===== src/sew_pkg.sv =====
// Purpose: Shared constants for the serial error, wake and interrupt block.
// Assumes: AHB-Lite register access, one 32-bit word per register.
// Notes:   Register bytes sit in bits 7:0, upper bits read as zero.
package sew_pkg;
	// ************************************************************
	// Register map
	// ************************************************************
	localparam logic [7:0] SEW_OFS_CTRL = 8'h00;
	localparam logic [7:0] SEW_OFS_CSR  = 8'h04;
	localparam logic [7:0] SEW_OFS_DATA = 8'h08;

	// ************************************************************
	// Control register fields
	// ************************************************************
	localparam int SEW_CTRL_IRQ_EN = 7;
	localparam int SEW_CTRL_SPE    = 6;
	localparam int SEW_CTRL_MSTR   = 4;
	localparam int SEW_CTRL_CPOL   = 3;
	localparam int SEW_CTRL_CPHA   = 2;

	// ************************************************************
	// Control/status register fields
	// ************************************************************
	localparam int SEW_CSR_DONE  = 7;
	localparam int SEW_CSR_WRITE_COLLISION_FLAG  = 6;
	localparam int SEW_CSR_OVR   = 5;
	localparam int SEW_CSR_MFLT  = 4;
	localparam int SEW_CSR_SSM   = 1;
	localparam int SEW_CSR_SSI   = 0;

	// ************************************************************
	// Reset values and counts
	// ************************************************************
	localparam logic [7:0] SEW_CTRL_RST = 8'h00;
	localparam logic [1:0] SEW_SEL_RST  = 2'h0;
	localparam logic [7:0] SEW_BYTE_RST = 8'h00;
	localparam logic [2:0] SEW_LAST_BIT = 3'h7;
	localparam logic [3:0] SEW_LAST_TOG = 4'hf;
	localparam int         SEW_HALF_DIV = 8;

	// ************************************************************
	// Bus encodings
	// ************************************************************
	localparam logic [1:0] SEW_HTRANS_NONSEQ = 2'h2;
	localparam logic [1:0] SEW_HRESP_OKAY    = 2'h0;
endpackage : sew_pkg


===== src/sew_sync.sv =====
// Purpose: Two-stage synchroniser for pin inputs.
// Assumes: Inputs are asynchronous levels.
// Notes:   The first stage feeds only the second stage.
`timescale 1ns/1ps
module sew_sync #(
	parameter int WIDTH = 1
) (
	// Clock and reset
	input  wire logic             hclk,
	input  wire logic             hresetn,
	// Levels
	input  wire logic [WIDTH-1:0] async_i,
	output logic      [WIDTH-1:0] sync_o
);
	logic [WIDTH-1:0] meta_q;

	always_ff @(posedge hclk or negedge hresetn) begin
		if (!hresetn) begin
			meta_q <= '0;
			sync_o <= '0;
		end else begin
			meta_q <= async_i;
			sync_o <= meta_q;
		end
	end
endmodule : sew_sync


===== src/sew_flag.sv =====
// Purpose: Sticky flag with a two-step software clearing sequence.
// Assumes: All inputs are one-cycle pulses on hclk.
// Notes:   A set in the clearing cycle wins and disarms the sequence.
`timescale 1ns/1ps
module sew_flag (
	// Clock and reset
	input  wire logic hclk,
	input  wire logic hresetn,
	// Events
	input  wire logic set_i,
	input  wire logic arm_i,
	input  wire logic clr_i,
	// State
	output logic      flag_o,
	output logic      armed_o
);
	always_ff @(posedge hclk or negedge hresetn) begin
		if (!hresetn) begin
			flag_o <= 1'b0;
		end else if (set_i) begin
			flag_o <= 1'b1;
		end else if (clr_i && armed_o) begin
			flag_o <= 1'b0;
		end
	end

	// The arm only counts while the flag is up, so an early status
	// read cannot pre-arm a later flag.
	always_ff @(posedge hclk or negedge hresetn) begin
		if (!hresetn) begin
			armed_o <= 1'b0;
		end else if (set_i || (clr_i && armed_o)) begin
			armed_o <= 1'b0;
		end else if (arm_i && flag_o) begin
			armed_o <= 1'b1;
		end
	end
endmodule : sew_flag


===== src/sew_serial.sv =====
// Purpose: Serial peripheral with error flags, wake-up and interrupt.
// Assumes: Pins are asynchronous to hclk; link clock much slower.
// Notes:   Reads take one wait state, writes none.
// Operation
// RQ1 - Overrun when a byte completes while the done flag is still set.
// RQ2 - Overrun sets its flag and requests an interrupt when enabled.
// RQ3 - On overrun keep the buffered byte, drop later ones, read returns it.
// RQ4 - Reading the control/status register clears the overrun flag.
// RQ5 - Data write during a transfer is ignored; transfer runs on unchanged.
// RQ6 - Write collision is detected in both master and slave mode.
// RQ7 - Write collision sets its flag but never requests an interrupt.
// RQ8 - Receive buffer is read synchronously; no read collision exists.
// RQ9 - In wait mode operation is normal; enabled events wake the processor.
// RQ10 - In halt registers hold, peripheral idles until woken.
// RQ11 - Several bytes received during halt flag an overrun.
// RQ12 - Slave transfer completion raises done and can wake from halt.
// RQ13 - Halt wake-up only if internal select is low at halt entry.
// RQ14 - External master holds select low when the slave enters halt.
// RQ15 - After halt, leaving slave mode ends halt state; else one transfer.
// RQ16 - Only done wakes from halt; fault and overrun wake wait only.
// RQ17 - One shared request, gated by enable and processor mask.
// RQ18 - Master selects one slave at a time over separate select lines; the block drives no select output.
// RQ19 - Without a new write the slave echoes the last received byte.
// RQ20 - Enabled request whenever done, fault or overrun flag is one.
// RQ21 - Done clears after status access while set, then data access.
// RQ22 - While done is set, data writes blocked until status is read; the code also unblocks them after a status write.
// RQ23 - Collision flag clears by status read then data access.
// RQ24 - Reset clears all flags and drops the request.
//
// Local design decisions: the AHB-Lite interface to the registers and the address map.
`timescale 1ns/1ps
module sew_serial #(
	parameter int HALF_DIV = sew_pkg::SEW_HALF_DIV
) (
	// Clock and reset
	input  wire logic        hclk,
	input  wire logic        hresetn,
	// AHB-Lite slave
	input  wire logic        hsel,
	input  wire logic [31:0] haddr,
	input  wire logic [1:0]  htrans,
	input  wire logic        hwrite,
	input  wire logic [2:0]  hsize,
	input  wire logic [31:0] hwdata,
	input  wire logic        hready,
	output logic      [31:0] hrdata,
	output logic             hreadyout,
	output logic      [1:0]  hresp,
	// Serial pins
	input  wire logic        sck_i,
	output logic             sck_o,
	output logic             sck_oe,
	input  wire logic        mosi_i,
	output logic             mosi_o,
	output logic             mosi_oe,
	input  wire logic        miso_i,
	output logic             miso_o,
	output logic             miso_oe,
	input  wire logic        ss_n_i,
	// Processor side
	input  wire logic        irq_mask,
	input  wire logic        wait_mode,
	input  wire logic        halt_mode,
	input  wire logic        master_fault_set,
	output logic             irq,
	output logic             wake,
	output logic             halt_state
);
	// ************************************************************
	// Bus slave
	// ************************************************************
	logic [7:0] addr_q;
	logic       rd_q, wr_q;
	logic [7:0] ctrl_q;
	logic [1:0] sel_q;
	logic [7:0] rx_buf_q;
	logic       done_flag, done_armed, write_collision_flag_flag, mflt_flag;
	logic       overrun_flag_q;
	logic       accept;
	logic       csr_rd, csr_acc, data_rd, data_wr, data_acc, ctrl_wr;
	logic [7:0] rd_val;

	assign accept    = hsel && hready && (htrans == sew_pkg::SEW_HTRANS_NONSEQ);
	assign hreadyout = !rd_q;
	assign hresp     = sew_pkg::SEW_HRESP_OKAY;

	always_ff @(posedge hclk or negedge hresetn) begin
		if (!hresetn) begin
			addr_q <= 8'h00;
			rd_q   <= 1'b0;
			wr_q   <= 1'b0;
		end else begin
			rd_q <= accept && !hwrite;
			wr_q <= accept && hwrite;
			if (accept) begin
				addr_q <= haddr[7:0];
			end
		end
	end

	assign csr_rd   = rd_q && (addr_q == sew_pkg::SEW_OFS_CSR);
	assign csr_acc  = csr_rd || (wr_q && (addr_q == sew_pkg::SEW_OFS_CSR));
	assign data_rd  = rd_q && (addr_q == sew_pkg::SEW_OFS_DATA);
	assign data_wr  = wr_q && (addr_q == sew_pkg::SEW_OFS_DATA);
	assign data_acc = data_rd || data_wr;
	assign ctrl_wr  = wr_q && (addr_q == sew_pkg::SEW_OFS_CTRL);

	always_comb begin
		rd_val = 8'h00;
		unique case (addr_q)
			sew_pkg::SEW_OFS_CTRL: rd_val = ctrl_q;
			sew_pkg::SEW_OFS_CSR: rd_val = {done_flag, write_collision_flag_flag,
				overrun_flag_q, mflt_flag, 2'b00, sel_q};
			sew_pkg::SEW_OFS_DATA: rd_val = rx_buf_q; // RQ3 RQ8
			default: rd_val = 8'h00;
		endcase
	end

	always_ff @(posedge hclk or negedge hresetn) begin
		if (!hresetn) begin
			hrdata <= 32'h0000_0000;
		end else if (rd_q) begin
			hrdata <= {24'h00_0000, rd_val};
		end
	end

	// ************************************************************
	// Configuration registers
	// ************************************************************
	logic irq_en, spe, mstr, cpol, cpha, ss_int;

	// A fault drops enable and master mode; it beats a same-cycle write.
	always_ff @(posedge hclk or negedge hresetn) begin
		if (!hresetn) begin
			ctrl_q <= sew_pkg::SEW_CTRL_RST;
		end else if (master_fault_set) begin
			ctrl_q[sew_pkg::SEW_CTRL_SPE]  <= 1'b0;
			ctrl_q[sew_pkg::SEW_CTRL_MSTR] <= 1'b0;
		end else if (ctrl_wr) begin
			ctrl_q <= hwdata[7:0];
		end
	end

	always_ff @(posedge hclk or negedge hresetn) begin
		if (!hresetn) begin
			sel_q <= sew_pkg::SEW_SEL_RST;
		end else if (wr_q && (addr_q == sew_pkg::SEW_OFS_CSR)) begin
			sel_q <= hwdata[1:0];
		end
	end

	assign irq_en = ctrl_q[sew_pkg::SEW_CTRL_IRQ_EN];
	assign spe    = ctrl_q[sew_pkg::SEW_CTRL_SPE];
	assign mstr   = ctrl_q[sew_pkg::SEW_CTRL_MSTR];
	assign cpol   = ctrl_q[sew_pkg::SEW_CTRL_CPOL];
	assign cpha   = ctrl_q[sew_pkg::SEW_CTRL_CPHA];

	// ************************************************************
	// Pin inputs and halt capture
	// ************************************************************
	logic [3:0] pins_s;
	logic       sck_s, mosi_s, miso_s, ss_n_s;
	logic       sck_prev_q, halt_prev_q, wake_armed_q;
	logic       slave_act, halt_entry, byte_done;

	sew_sync #(
		.WIDTH (4)
	) u_sync (
		.hclk    (hclk),
		.hresetn (hresetn),
		.async_i ({sck_i, mosi_i, miso_i, ss_n_i}),
		.sync_o  (pins_s)
	);

	assign {sck_s, mosi_s, miso_s, ss_n_s} = pins_s;
	assign ss_int = sel_q[sew_pkg::SEW_CSR_SSM] ?
		sel_q[sew_pkg::SEW_CSR_SSI] : ss_n_s;
	assign halt_entry = halt_mode && !halt_prev_q;

	always_ff @(posedge hclk or negedge hresetn) begin
		if (!hresetn) begin
			sck_prev_q   <= 1'b0;
			halt_prev_q  <= 1'b0;
			wake_armed_q <= 1'b0;
		end else begin
			sck_prev_q  <= sck_s;
			halt_prev_q <= halt_mode;
			if (halt_entry) begin
				wake_armed_q <= spe && !mstr && !ss_int; // RQ13
			end else if (!halt_mode) begin
				wake_armed_q <= 1'b0;
			end
		end
	end

	// In halt only an armed slave keeps shifting; all else idles.
	assign slave_act = spe && !mstr && !ss_int &&
		(!halt_mode || wake_armed_q); // RQ10 RQ12

	// ************************************************************
	// Clock generation for master mode
	// ************************************************************
	localparam int DIV_W = $clog2(HALF_DIV + 1);
	logic [DIV_W-1:0] div_q;
	logic [3:0]       tog_q;
	logic             mbusy_q, sck_q, m_tog;
	logic             busy_q, start;

	assign m_tog = mbusy_q && !halt_mode &&
		(div_q == DIV_W'(HALF_DIV - 1)); // RQ10
	assign start = data_wr && mstr && spe && !busy_q && !mbusy_q &&
		(!done_flag || done_armed);

	always_ff @(posedge hclk or negedge hresetn) begin
		if (!hresetn) begin
			div_q   <= '0;
			tog_q   <= 4'h0;
			mbusy_q <= 1'b0;
			sck_q   <= 1'b0;
		end else if (start) begin
			mbusy_q <= 1'b1;
			div_q   <= '0;
			tog_q   <= 4'h0;
		end else if (!mbusy_q || !spe || !mstr) begin
			mbusy_q <= 1'b0;
			sck_q   <= cpol;
		end else if (!halt_mode) begin
			div_q <= m_tog ? '0 : div_q + DIV_W'(1);
			if (m_tog) begin
				sck_q <= !sck_q;
				tog_q <= tog_q + 4'h1;
				if (tog_q == sew_pkg::SEW_LAST_TOG) begin
					mbusy_q <= 1'b0;
				end
			end
		end
	end

	// ************************************************************
	// Shift engine
	// ************************************************************
	logic [7:0] shift_q;
	logic [2:0] bit_q;
	logic       out_q;
	logic       lead, trail, sample, shift_edge, rx_bit, collide;

	always_comb begin
		lead  = 1'b0;
		trail = 1'b0;
		if (mstr) begin
			lead  = m_tog && (sck_q == cpol);
			trail = m_tog && (sck_q != cpol);
		end else if (slave_act) begin
			lead  = ((sck_s ^ cpol) && !(sck_prev_q ^ cpol));
			trail = (!(sck_s ^ cpol) && (sck_prev_q ^ cpol));
		end
	end

	assign sample     = cpha ? trail : lead;
	assign shift_edge = cpha ? lead : trail;
	assign rx_bit     = mstr ? miso_s : mosi_s;
	assign byte_done  = sample && (bit_q == sew_pkg::SEW_LAST_BIT);
	assign collide    = data_wr && (busy_q || mbusy_q); // RQ5 RQ6

	always_ff @(posedge hclk or negedge hresetn) begin
		if (!hresetn) begin
			shift_q <= sew_pkg::SEW_BYTE_RST;
			bit_q   <= 3'h0;
			busy_q  <= 1'b0;
		end else if (!mstr && !slave_act && !halt_mode) begin
			bit_q  <= 3'h0;
			busy_q <= 1'b0;
			if (data_wr && (!done_flag || done_armed)) begin
				shift_q <= hwdata[7:0]; // RQ22
			end
		end else if (start) begin
			shift_q <= hwdata[7:0];
		end else if (sample) begin
			// The shift register keeps the received byte, so it is
			// echoed when software loads nothing new.
			shift_q <= {shift_q[6:0], rx_bit}; // RQ19
			bit_q   <= bit_q + 3'h1;
			busy_q  <= !byte_done;
		end else if (shift_edge && (cpha || (bit_q != 3'h0))) begin
			// A shift edge inside the byte marks it busy; the last sample ends it.
			busy_q <= 1'b1;
		end
	end

	always_ff @(posedge hclk or negedge hresetn) begin
		if (!hresetn) begin
			out_q <= 1'b0;
		// A master byte loaded at start must reach the pin before the
		// first clock edge, so with cpha 0 idle tracking runs until the first sample.
		end else if (shift_edge || (!busy_q && !cpha)) begin
			out_q <= shift_q[7];
		end
	end

	assign sck_o   = sck_q;
	assign sck_oe  = spe && mstr;
	assign mosi_o  = out_q;
	assign mosi_oe = spe && mstr;
	assign miso_o  = out_q;
	assign miso_oe = spe && !mstr && !ss_int;

	// ************************************************************
	// Flags and receive buffer
	// ************************************************************
	logic ovr_evt;

	assign ovr_evt = byte_done && done_flag; // RQ1 RQ11

	always_ff @(posedge hclk or negedge hresetn) begin
		if (!hresetn) begin
			rx_buf_q <= sew_pkg::SEW_BYTE_RST;
		end else if (byte_done && !done_flag) begin
			rx_buf_q <= {shift_q[6:0], rx_bit}; // RQ3
		end
	end

	always_ff @(posedge hclk or negedge hresetn) begin
		if (!hresetn) begin
			overrun_flag_q <= 1'b0; // RQ24
		end else if (ovr_evt) begin
			overrun_flag_q <= 1'b1; // RQ2
		end else if (csr_rd) begin
			overrun_flag_q <= 1'b0; // RQ4
		end
	end

	sew_flag u_done (
		.hclk    (hclk),
		.hresetn (hresetn),
		.set_i   (byte_done && !done_flag), // RQ12
		.arm_i   (csr_acc),
		.clr_i   (data_acc), // RQ21
		.flag_o  (done_flag),
		.armed_o (done_armed)
	);

	sew_flag u_write_collision_flag (
		.hclk    (hclk),
		.hresetn (hresetn),
		.set_i   (collide),
		.arm_i   (csr_rd),
		.clr_i   (data_acc), // RQ23
		.flag_o  (write_collision_flag_flag),
		.armed_o ()
	);

	sew_flag u_mflt (
		.hclk    (hclk),
		.hresetn (hresetn),
		.set_i   (master_fault_set),
		.arm_i   (csr_rd),
		.clr_i   (ctrl_wr),
		.flag_o  (mflt_flag),
		.armed_o ()
	);

	// ************************************************************
	// Interrupt, wake and halt state
	// ************************************************************
	// The collision flag is left out: it is status only.
	assign irq = irq_en && !irq_mask &&
		(done_flag || mflt_flag || overrun_flag_q); // RQ7 RQ17 RQ20
	assign wake = (wait_mode && irq) ||
		(halt_mode && wake_armed_q && done_flag &&
		irq_en && !irq_mask); // RQ9 RQ16

	always_ff @(posedge hclk or negedge hresetn) begin
		if (!hresetn) begin
			halt_state <= 1'b0;
		end else if (halt_entry) begin
			halt_state <= 1'b1;
		end else if (!halt_mode && (mstr || !spe || byte_done)) begin
			halt_state <= 1'b0; // RQ15
		end
	end
endmodule : sew_serial


===== config.mk =====
export PLATFORM = sky130hd
export DESIGN_NAME = sew_serial
export DESIGN_NICKNAME = d
export VERILOG_FILES = /design/src/sew_pkg.sv /design/src/sew_sync.sv /design/src/sew_flag.sv /design/src/sew_serial.sv
export SDC_FILE = /design/constraint.sdc
export NUM_CORES = 1
export LEC_CHECK = 0
export BUFFER_PORTS_ARGS = -buffer_cell sky130_fd_sc_hd__buf_4
export CAP_MARGIN = 15
export CELL_PAD_IN_SITES_DETAIL_PLACEMENT = 1
export CELL_PAD_IN_SITES_GLOBAL_PLACEMENT = 1
export CORE_MARGIN = 5
export CORE_UTILIZATION = 42
export CTS_CLUSTER_DIAMETER = 150
export DETAILED_ROUTE_END_ITERATION = 8
export HOLD_SLACK_MARGIN = 0.12
export PLACE_DENSITY_LB_ADDON = 0.1
export SETUP_SLACK_MARGIN = 0.5
export SLEW_MARGIN = 20
export SYNTH_ARGS = -nofsm -noshare
export SYNTH_HDL_FRONTEND = slang
export SYNTH_SLANG_ARGS = --single-unit

===== constraint.sdc =====
create_clock -name hclk -period 4 [get_ports hclk]
set_clock_uncertainty 0.05 [all_clocks]
set_input_delay 0.6 -clock hclk [delete_from_list [all_inputs] [get_ports hclk]]
set_output_delay 0.6 -clock hclk [all_outputs]
set_load 0.01 [all_outputs]

==> results.cfg, run 1 <==
[status]
outcome = completed

[worst_setup_path]
cp-startpoint = addr_q[1]
worstReg2RegEnd = shift_q[5]
endpoint_kind = register
cp_max_fo = 9
arrival_ps = 2970
reg2regPathDepth = 5
regToRegStartpoint = addr_q[1]
critPathLaunchType = register
critical_path_class = register to register
worst_ep_required_time_ps = 4220
rrSetupSlack_ps = 1250
cp-endpoint = shift_q[5]

[timing]
maxSlewViolCount = 0
rsz0062_at_grt = no
setup_viol = 0
period_needed_ps = 2749
worstMarginPinSlew_ps = 891.3
period_share = 0.6873
fmax_mhz = 363.7
slew_headroom = 0.4058
hold_viol_final = 0
setup_tns_ps = 0

[final_layout]
multi_input_area_um2 = 1674
area_growth_syn_to_layout_pct = 13.60
layout-drive-gt1-share = 0.2481
insertedDiodeCount = 0
fill_cells = 984
finalNetCount = 473
final_area_um2 = 4348
register_area_um2 = 1952

[grt]
grt_max_degree = 79
grt_pass1_vias = 2847
grt_antenna_before_repair = 0
grt.total_usage = 0.1691
gr-total-overflow = 0
grt_pass1_wl_um = 14920

[synth]
synthDistinctLibCells = 57
yosys_most_used_dff = dfrtp_1
yosysWarnings = 0
synthAdderAreaFrac = 0.01635
yosys.area_share.simple = 0.1259
synth_edf_count = 0
netlist_top_cells_area = dfrtp_1 51%, buf_4 5.5%, mux2_2 4.7%
synth_compound_area_frac = 0.1337
synth_top_family_by_area = compound AO/OA/AOI/OAI gates
ys_seq_area_frac = 0.5100
synth-xor-area-share = 0.01373
synth_top_cells_by_count = 78 x dfrtp_1, 35 x nor2_1, 28 x buf_4
synth_most_common_cell = dfrtp_1
synthCells = 338
syn_area_per_cell_um2 = 11.32
synthMuxAreaShare = 0.1206
async_flop_share = 1.000
syn_area_um2 = 3827
yosysTopAreaCell = dfrtp_1
synth_top_cell_area_share = 0.5100
synth_seq_cells = 78

[placement]
placed_cell_area_um2 = 4185
finalWeightedCongestion = 0.7614
dpl.hpwl_um = 6369
numPortBuffers = 48

[min_path]
min_path_type = primary input to asynchronous set/reset pin

[floorplanning]
die_w_um = 105.5
coreArea_um2 = 8806
die_area_um2 = 11120
row_count = 34
die_h_um = 105.5
num_io_pins = 126
start_util = 0.4346

[clock_tree]
cts_setup_buffers = 0
cts.sinks = 78
clkSlewWorstSetupHoldPaths_ps = 80
cts_max_path_buffers = 2
cts-resized-gates = 0
cts_hold_buf = 0
cts_root_buf = clkbuf_8
htree_levels = 3
cts_buffers = 9
clock_latency_ps = 350
cts_tree = yes

[pwr]
p_leak_uw = 0.001987
power.density_nw_per_um2 = 384.1
vdd_drop_max_v = 0.0001820

[route]
viasPerCell = 5.305
initialDrtViolationCount = 76
drc = 0
wire_per_inst_um = 17.67
first_pass_iters = 4
routed_wl_um = 8816
antenna_left = 0
via_count = 2647

[job]
maxCapViolations = 0
## worst max-delay path, cell delays in order, from the launching register on
cell and delay, ps:
dfrtp_1 380, or4_1 590, or4_1 540, o21ai_2 440, a21boi_2 450, a2bb2oi_1 210
## registers in the layout, indices dropped and copies added (netlist names), 2 cells and up
signal	cells
addr_q	8
bit_q	3
ctrl_q	8
div_q	4
hrdata	8
rx_buf_q	8
sel_q	2
shift_q	8
tog_q	4
u_sync.meta_q	4
u_sync.sync_o	4
## layout by cell type (no fill, tap or decap), types with 8 or more instances in the layout
master,synthesis,layout
o21ai_0,8,8
mux2_4,8,8
a21oi_1,11,11
inv_1,11,11
mux2_1,9,9
mux2_2,16,16
a2bb2oi_1,8,8
nor2_1,35,35
o22ai_1,8,8
buf_4,28,50
clkbuf_8,0,9
dfrtp_1,78,78
nand2_1,15,15
conb_1,1,26
## worst min path at each step
stage,endpoint,cells after the start
floorplan,addr_q[0],0
global placement,u_sync.sync_o[0],0
detailed placement,u_sync.sync_o[1],0
CTS,u_sync.meta_q[3],1
global route,hrdata[2],1
finish,hrdata[2],1
## power breakdown
| group | total, uW | leakage (uW) | internal, uW | switching [uW] |
|---|---|---|---|---|
| Clock | 512 | 0.0000841 | 224 | 288 |
| Sequential | 923 | 0.000979 | 857 | 66.4 |
| Combinational | 235 | 0.000924 | 121 | 114 |
| Total | 1670 | 0.00199 | 1200 | 468 |
## layer usage
layer / up-vias / routed length (um) / GRT usage
met5: - / 0 / 0
met4: 0 / 108 / 0.05623
met3: 9 / 355 / 0.04401
met2: 55 / 4112 / 0.2609
met1: 1329 / 4240 / 0.2318
li1: 1254 / - / -
## kinds of logic (layout without fill, tap and decap cells)
logic type                 Yosys count  in the layout
and+or+nand+nor                     94             94
adders and majority gates            5              5
muxes                               39             39
xor gates and xnor gates             6              6
other                                1             26
DFF                                 78             78
buffers and inverters               50             78
AOI/OAI and AO/OA                   65             65
## area by class of cell
cell class | count | area share
multi-input cells | 235 | 0.3850
clock inverters | 4 | 0.005468
repair buffers | 51 | 0.08892
well taps | 108 | 0.03108
inverters | 11 | 0.009496
flip-flops and latches | 78 | 0.4489
clock buffers | 12 | 0.03108
## stage by stage
step                power, uW  cells  worst slack [ps]    util  hold WS, ps
floorplan                1078    363              1606       -        254.4
global placement         1166    483              1323  0.4753        283.2
detailed placement       1177    483              1286  0.4753        286.3
CTS                      1694    499              1241  0.4933        278.5
global route             1771    499              1141  0.4937        267.4
finish                   1670    499              1251  0.4937        186.5
Power figures use the tool's default switching activity.
==> inputs of run 2 (changes only) <==
--- a/config.mk
+++ b/config.mk
@@ -10,7 +10,7 @@
 export CELL_PAD_IN_SITES_DETAIL_PLACEMENT = 1
 export CELL_PAD_IN_SITES_GLOBAL_PLACEMENT = 1
 export CORE_MARGIN = 5
-export CORE_UTILIZATION = 42
+export CORE_UTILIZATION = 35
 export CTS_CLUSTER_DIAMETER = 150
 export DETAILED_ROUTE_END_ITERATION = 8
 export HOLD_SLACK_MARGIN = 0.12
==> constraint.sdc (replaced) <==
create_clock -name hclk -period 2.5 [get_ports hclk]
set_clock_uncertainty 0.05 [all_clocks]
set_input_delay 0.375 -clock hclk [delete_from_list [all_inputs] [get_ports hclk]]
set_output_delay 0.375 -clock hclk [all_outputs]
set_load 0.01 [all_outputs]
==> run 2 against run 1 <==
Hold slack got worse by 1.4 ps. Clock-buffer cell count fell by 3. Die area rose by 18%. Core utilization fell by 0.78 points. Critical endpoint is now ctrl_q[3].
==> results.cfg, run 2 (synthesized netlist as in run 1, its figures left out) <==
[route]
first_pass_iters = 4
routed_wl_um = 10100
viasPerCell = 4.967
initialDrtViolationCount = 85
drc = 0
via_count = 2841
wire_per_inst_um = 17.65
antenna_left = 0

[clock_tree]
cts_buffers = 9
cts_root_buf = clkbuf_8
clkSlewWorstSetupHoldPaths_ps = 90
cts_max_path_buffers = 2
htree_levels = 3
cts_tree = yes
cts.sinks = 78
clock_latency_ps = 360

[min_path]
min_path_type = primary input to register
hold_depth = 2
min_from = master_fault_set

[worst_setup_path]
critPathSlowestCell = or4_4
cpPeakStageDelay_ps = 560
arrival_ps = 2460
endpoint_kind = register
regToRegStartpoint = addr_q[4]
critical_path_class = register to register
worst_ep_required_time_ps = 2690
cp-startpoint = addr_q[4]
critPathLaunchType = register
critPathBufInv = 2
reg2regPathDepth = 7
critPathTopFamily = simple AND/OR/NAND/NOR gates
cp_num_cells = 7
cp_max_fo = 6
crit_chain = or4_4 > buf_6 > nor4_4 > nand3b_1 > nor2_4 > buf_12 > mux2_1

[pwr]
power.switching_uw = 899.1
combPwrFrac = 0.175
vdd_drop_max_v = 0.0003487
switching_share = 0.2950
power.density_nw_per_um2 = 581.1
p_int_uw = 2149
clkPwrFrac = 0.337
p_leak_uw = 0.002336
pwr-share-seq = 0.488

[placement]
finalWeightedCongestion = 0.7608
numPortBuffers = 48
dpl.hpwl_um = 6902
placed_cell_area_um2 = 4389

[final_layout]
finalNetCount = 514
insertedDiodeCount = 0
area_growth_syn_to_layout_pct = 37.04
final_area_um2 = 5245
layout-drive-gt1-share = 0.4722
final_common_cell = dfrtp_1
mostFrequentLayoutCells = 77 x dfrtp_1, 67 x buf_4, 29 x nor2_1, 26 x conb_1, 16 x mux2_2

[grt]
grt_pass1_vias = 3035
grt_pass1_wl_um = 16030
grt_antenna_before_repair = 0
gr-total-overflow = 0
grt_max_degree = 50
grt.total_usage = 0.1564

[timing]
worstMarginPinSlew_ps = 513.3
slew_headroom = 0.6560
period_needed_ps = 2265
period_share = 0.9058
fmax_mhz = 441.6
setup_viol = 0
setup_tns_ps = 0
hold_viol_final = 0
rsz0062_at_grt = yes
maxSlewViolCount = 0

[job]
maxCapViolations = 0

[floorplanning]
die_area_um2 = 13130
coreArea_um2 = 10790
die_w_um = 114.6
die_h_um = 114.6
row_count = 38
start_util = 0.3546
num_io_pins = 126

[status]
outcome = completed
## run 2: changes by cell type in the layout (fill, tap and decap cells not counted), moves of 7 or more
cell,before,now
buf_6,1,12
a21oi_1,11,3
a2bb2oi_1,8,0
buf_4,50,67
a2bb2oi_2,0,8
dlygate4sd3_1,0,7
a21oi_2,0,7
## run 2: routing by layer
metal | vias to the layer above | GRT usage | share of wire
li1 | 1336 | - | -
met1 | 1445 | 0.2094 | 0.46
met2 | 51 | 0.2577 | 0.50
met3 | 9 | 0.03277 | 0.035
met4 | 0 | 0.04038 | 0.0094
met5 | - | 0 | 0
## run 2: final timing paths
path                                     to  slack [ps]
max                               ctrl_q[3]         240
min                          u_mflt.armed_o         190
max reg2reg                       ctrl_q[3]         240
min reg2reg                u_sync.sync_o[1]         310
max in group asynchronous              rd_q        1330
min in group asynchronous  u_sync.sync_o[3]         440
## run 2: stage by stage
stage | utilization | setup slack [ps] | cells | power [uW] | hold WS (ps)
after floorplan | - | 138.8 | 363 | 1745 | 29.41
after global placement | 0.4067 | 196.0 | 527 | 1918 | 282.6
after detailed placement | 0.4067 | 170.4 | 527 | 1928 | 288.1
after CTS | 0.4542 | 244.8 | 565 | 3040 | 174.3
after global routing | 0.4860 | 152.0 | 572 | 3202 | 169.1
final | 0.4860 | 235.5 | 572 | 3048 | 185.1
## run 2: cell type report
type / instances / area, um2
fillers: 1139 / 5548
multi-input cells: 235 / 2049
flip-flops and latches: 78 / 1953
repair buffers: 92 / 813.3
well taps: 140 / 175.2
clock buffers: 9 / 123.9
clock inverters: 7 / 85.08
inverters: 11 / 45.04
## run 2: worst register-to-register path: stages (launching register included)
cell and delay (ps):
dfrtp_1 390, or4_4 560, buf_6 140, nor4_4 190
nand3b_1 200, nor2_4 160, buf_12 140, mux2_1 320
## run 2: power by group through the flow
| stage | clock, uW | sequential (uW) | combinational (uW) |
|---|---|---|---|
| finish | 1030 | 1490 | 535 |
| global route | 1120 | 1500 | 583 |
| detailed placement | 0 | 1500 | 433 |
| CTS | 1070 | 1480 | 496 |
| global placement | 0 | 1490 | 426 |
| floorplan | 0 | 1480 | 268 |
## run 2: timing repair
action                     CTS  global route
hold endpoints to repair    35             0
setup buffers               14             6
gates resized for setup     26            66
hold buffers                 7             0
cloned                       1             1
setup endpoints to repair   39            58
pin swaps                   13            23
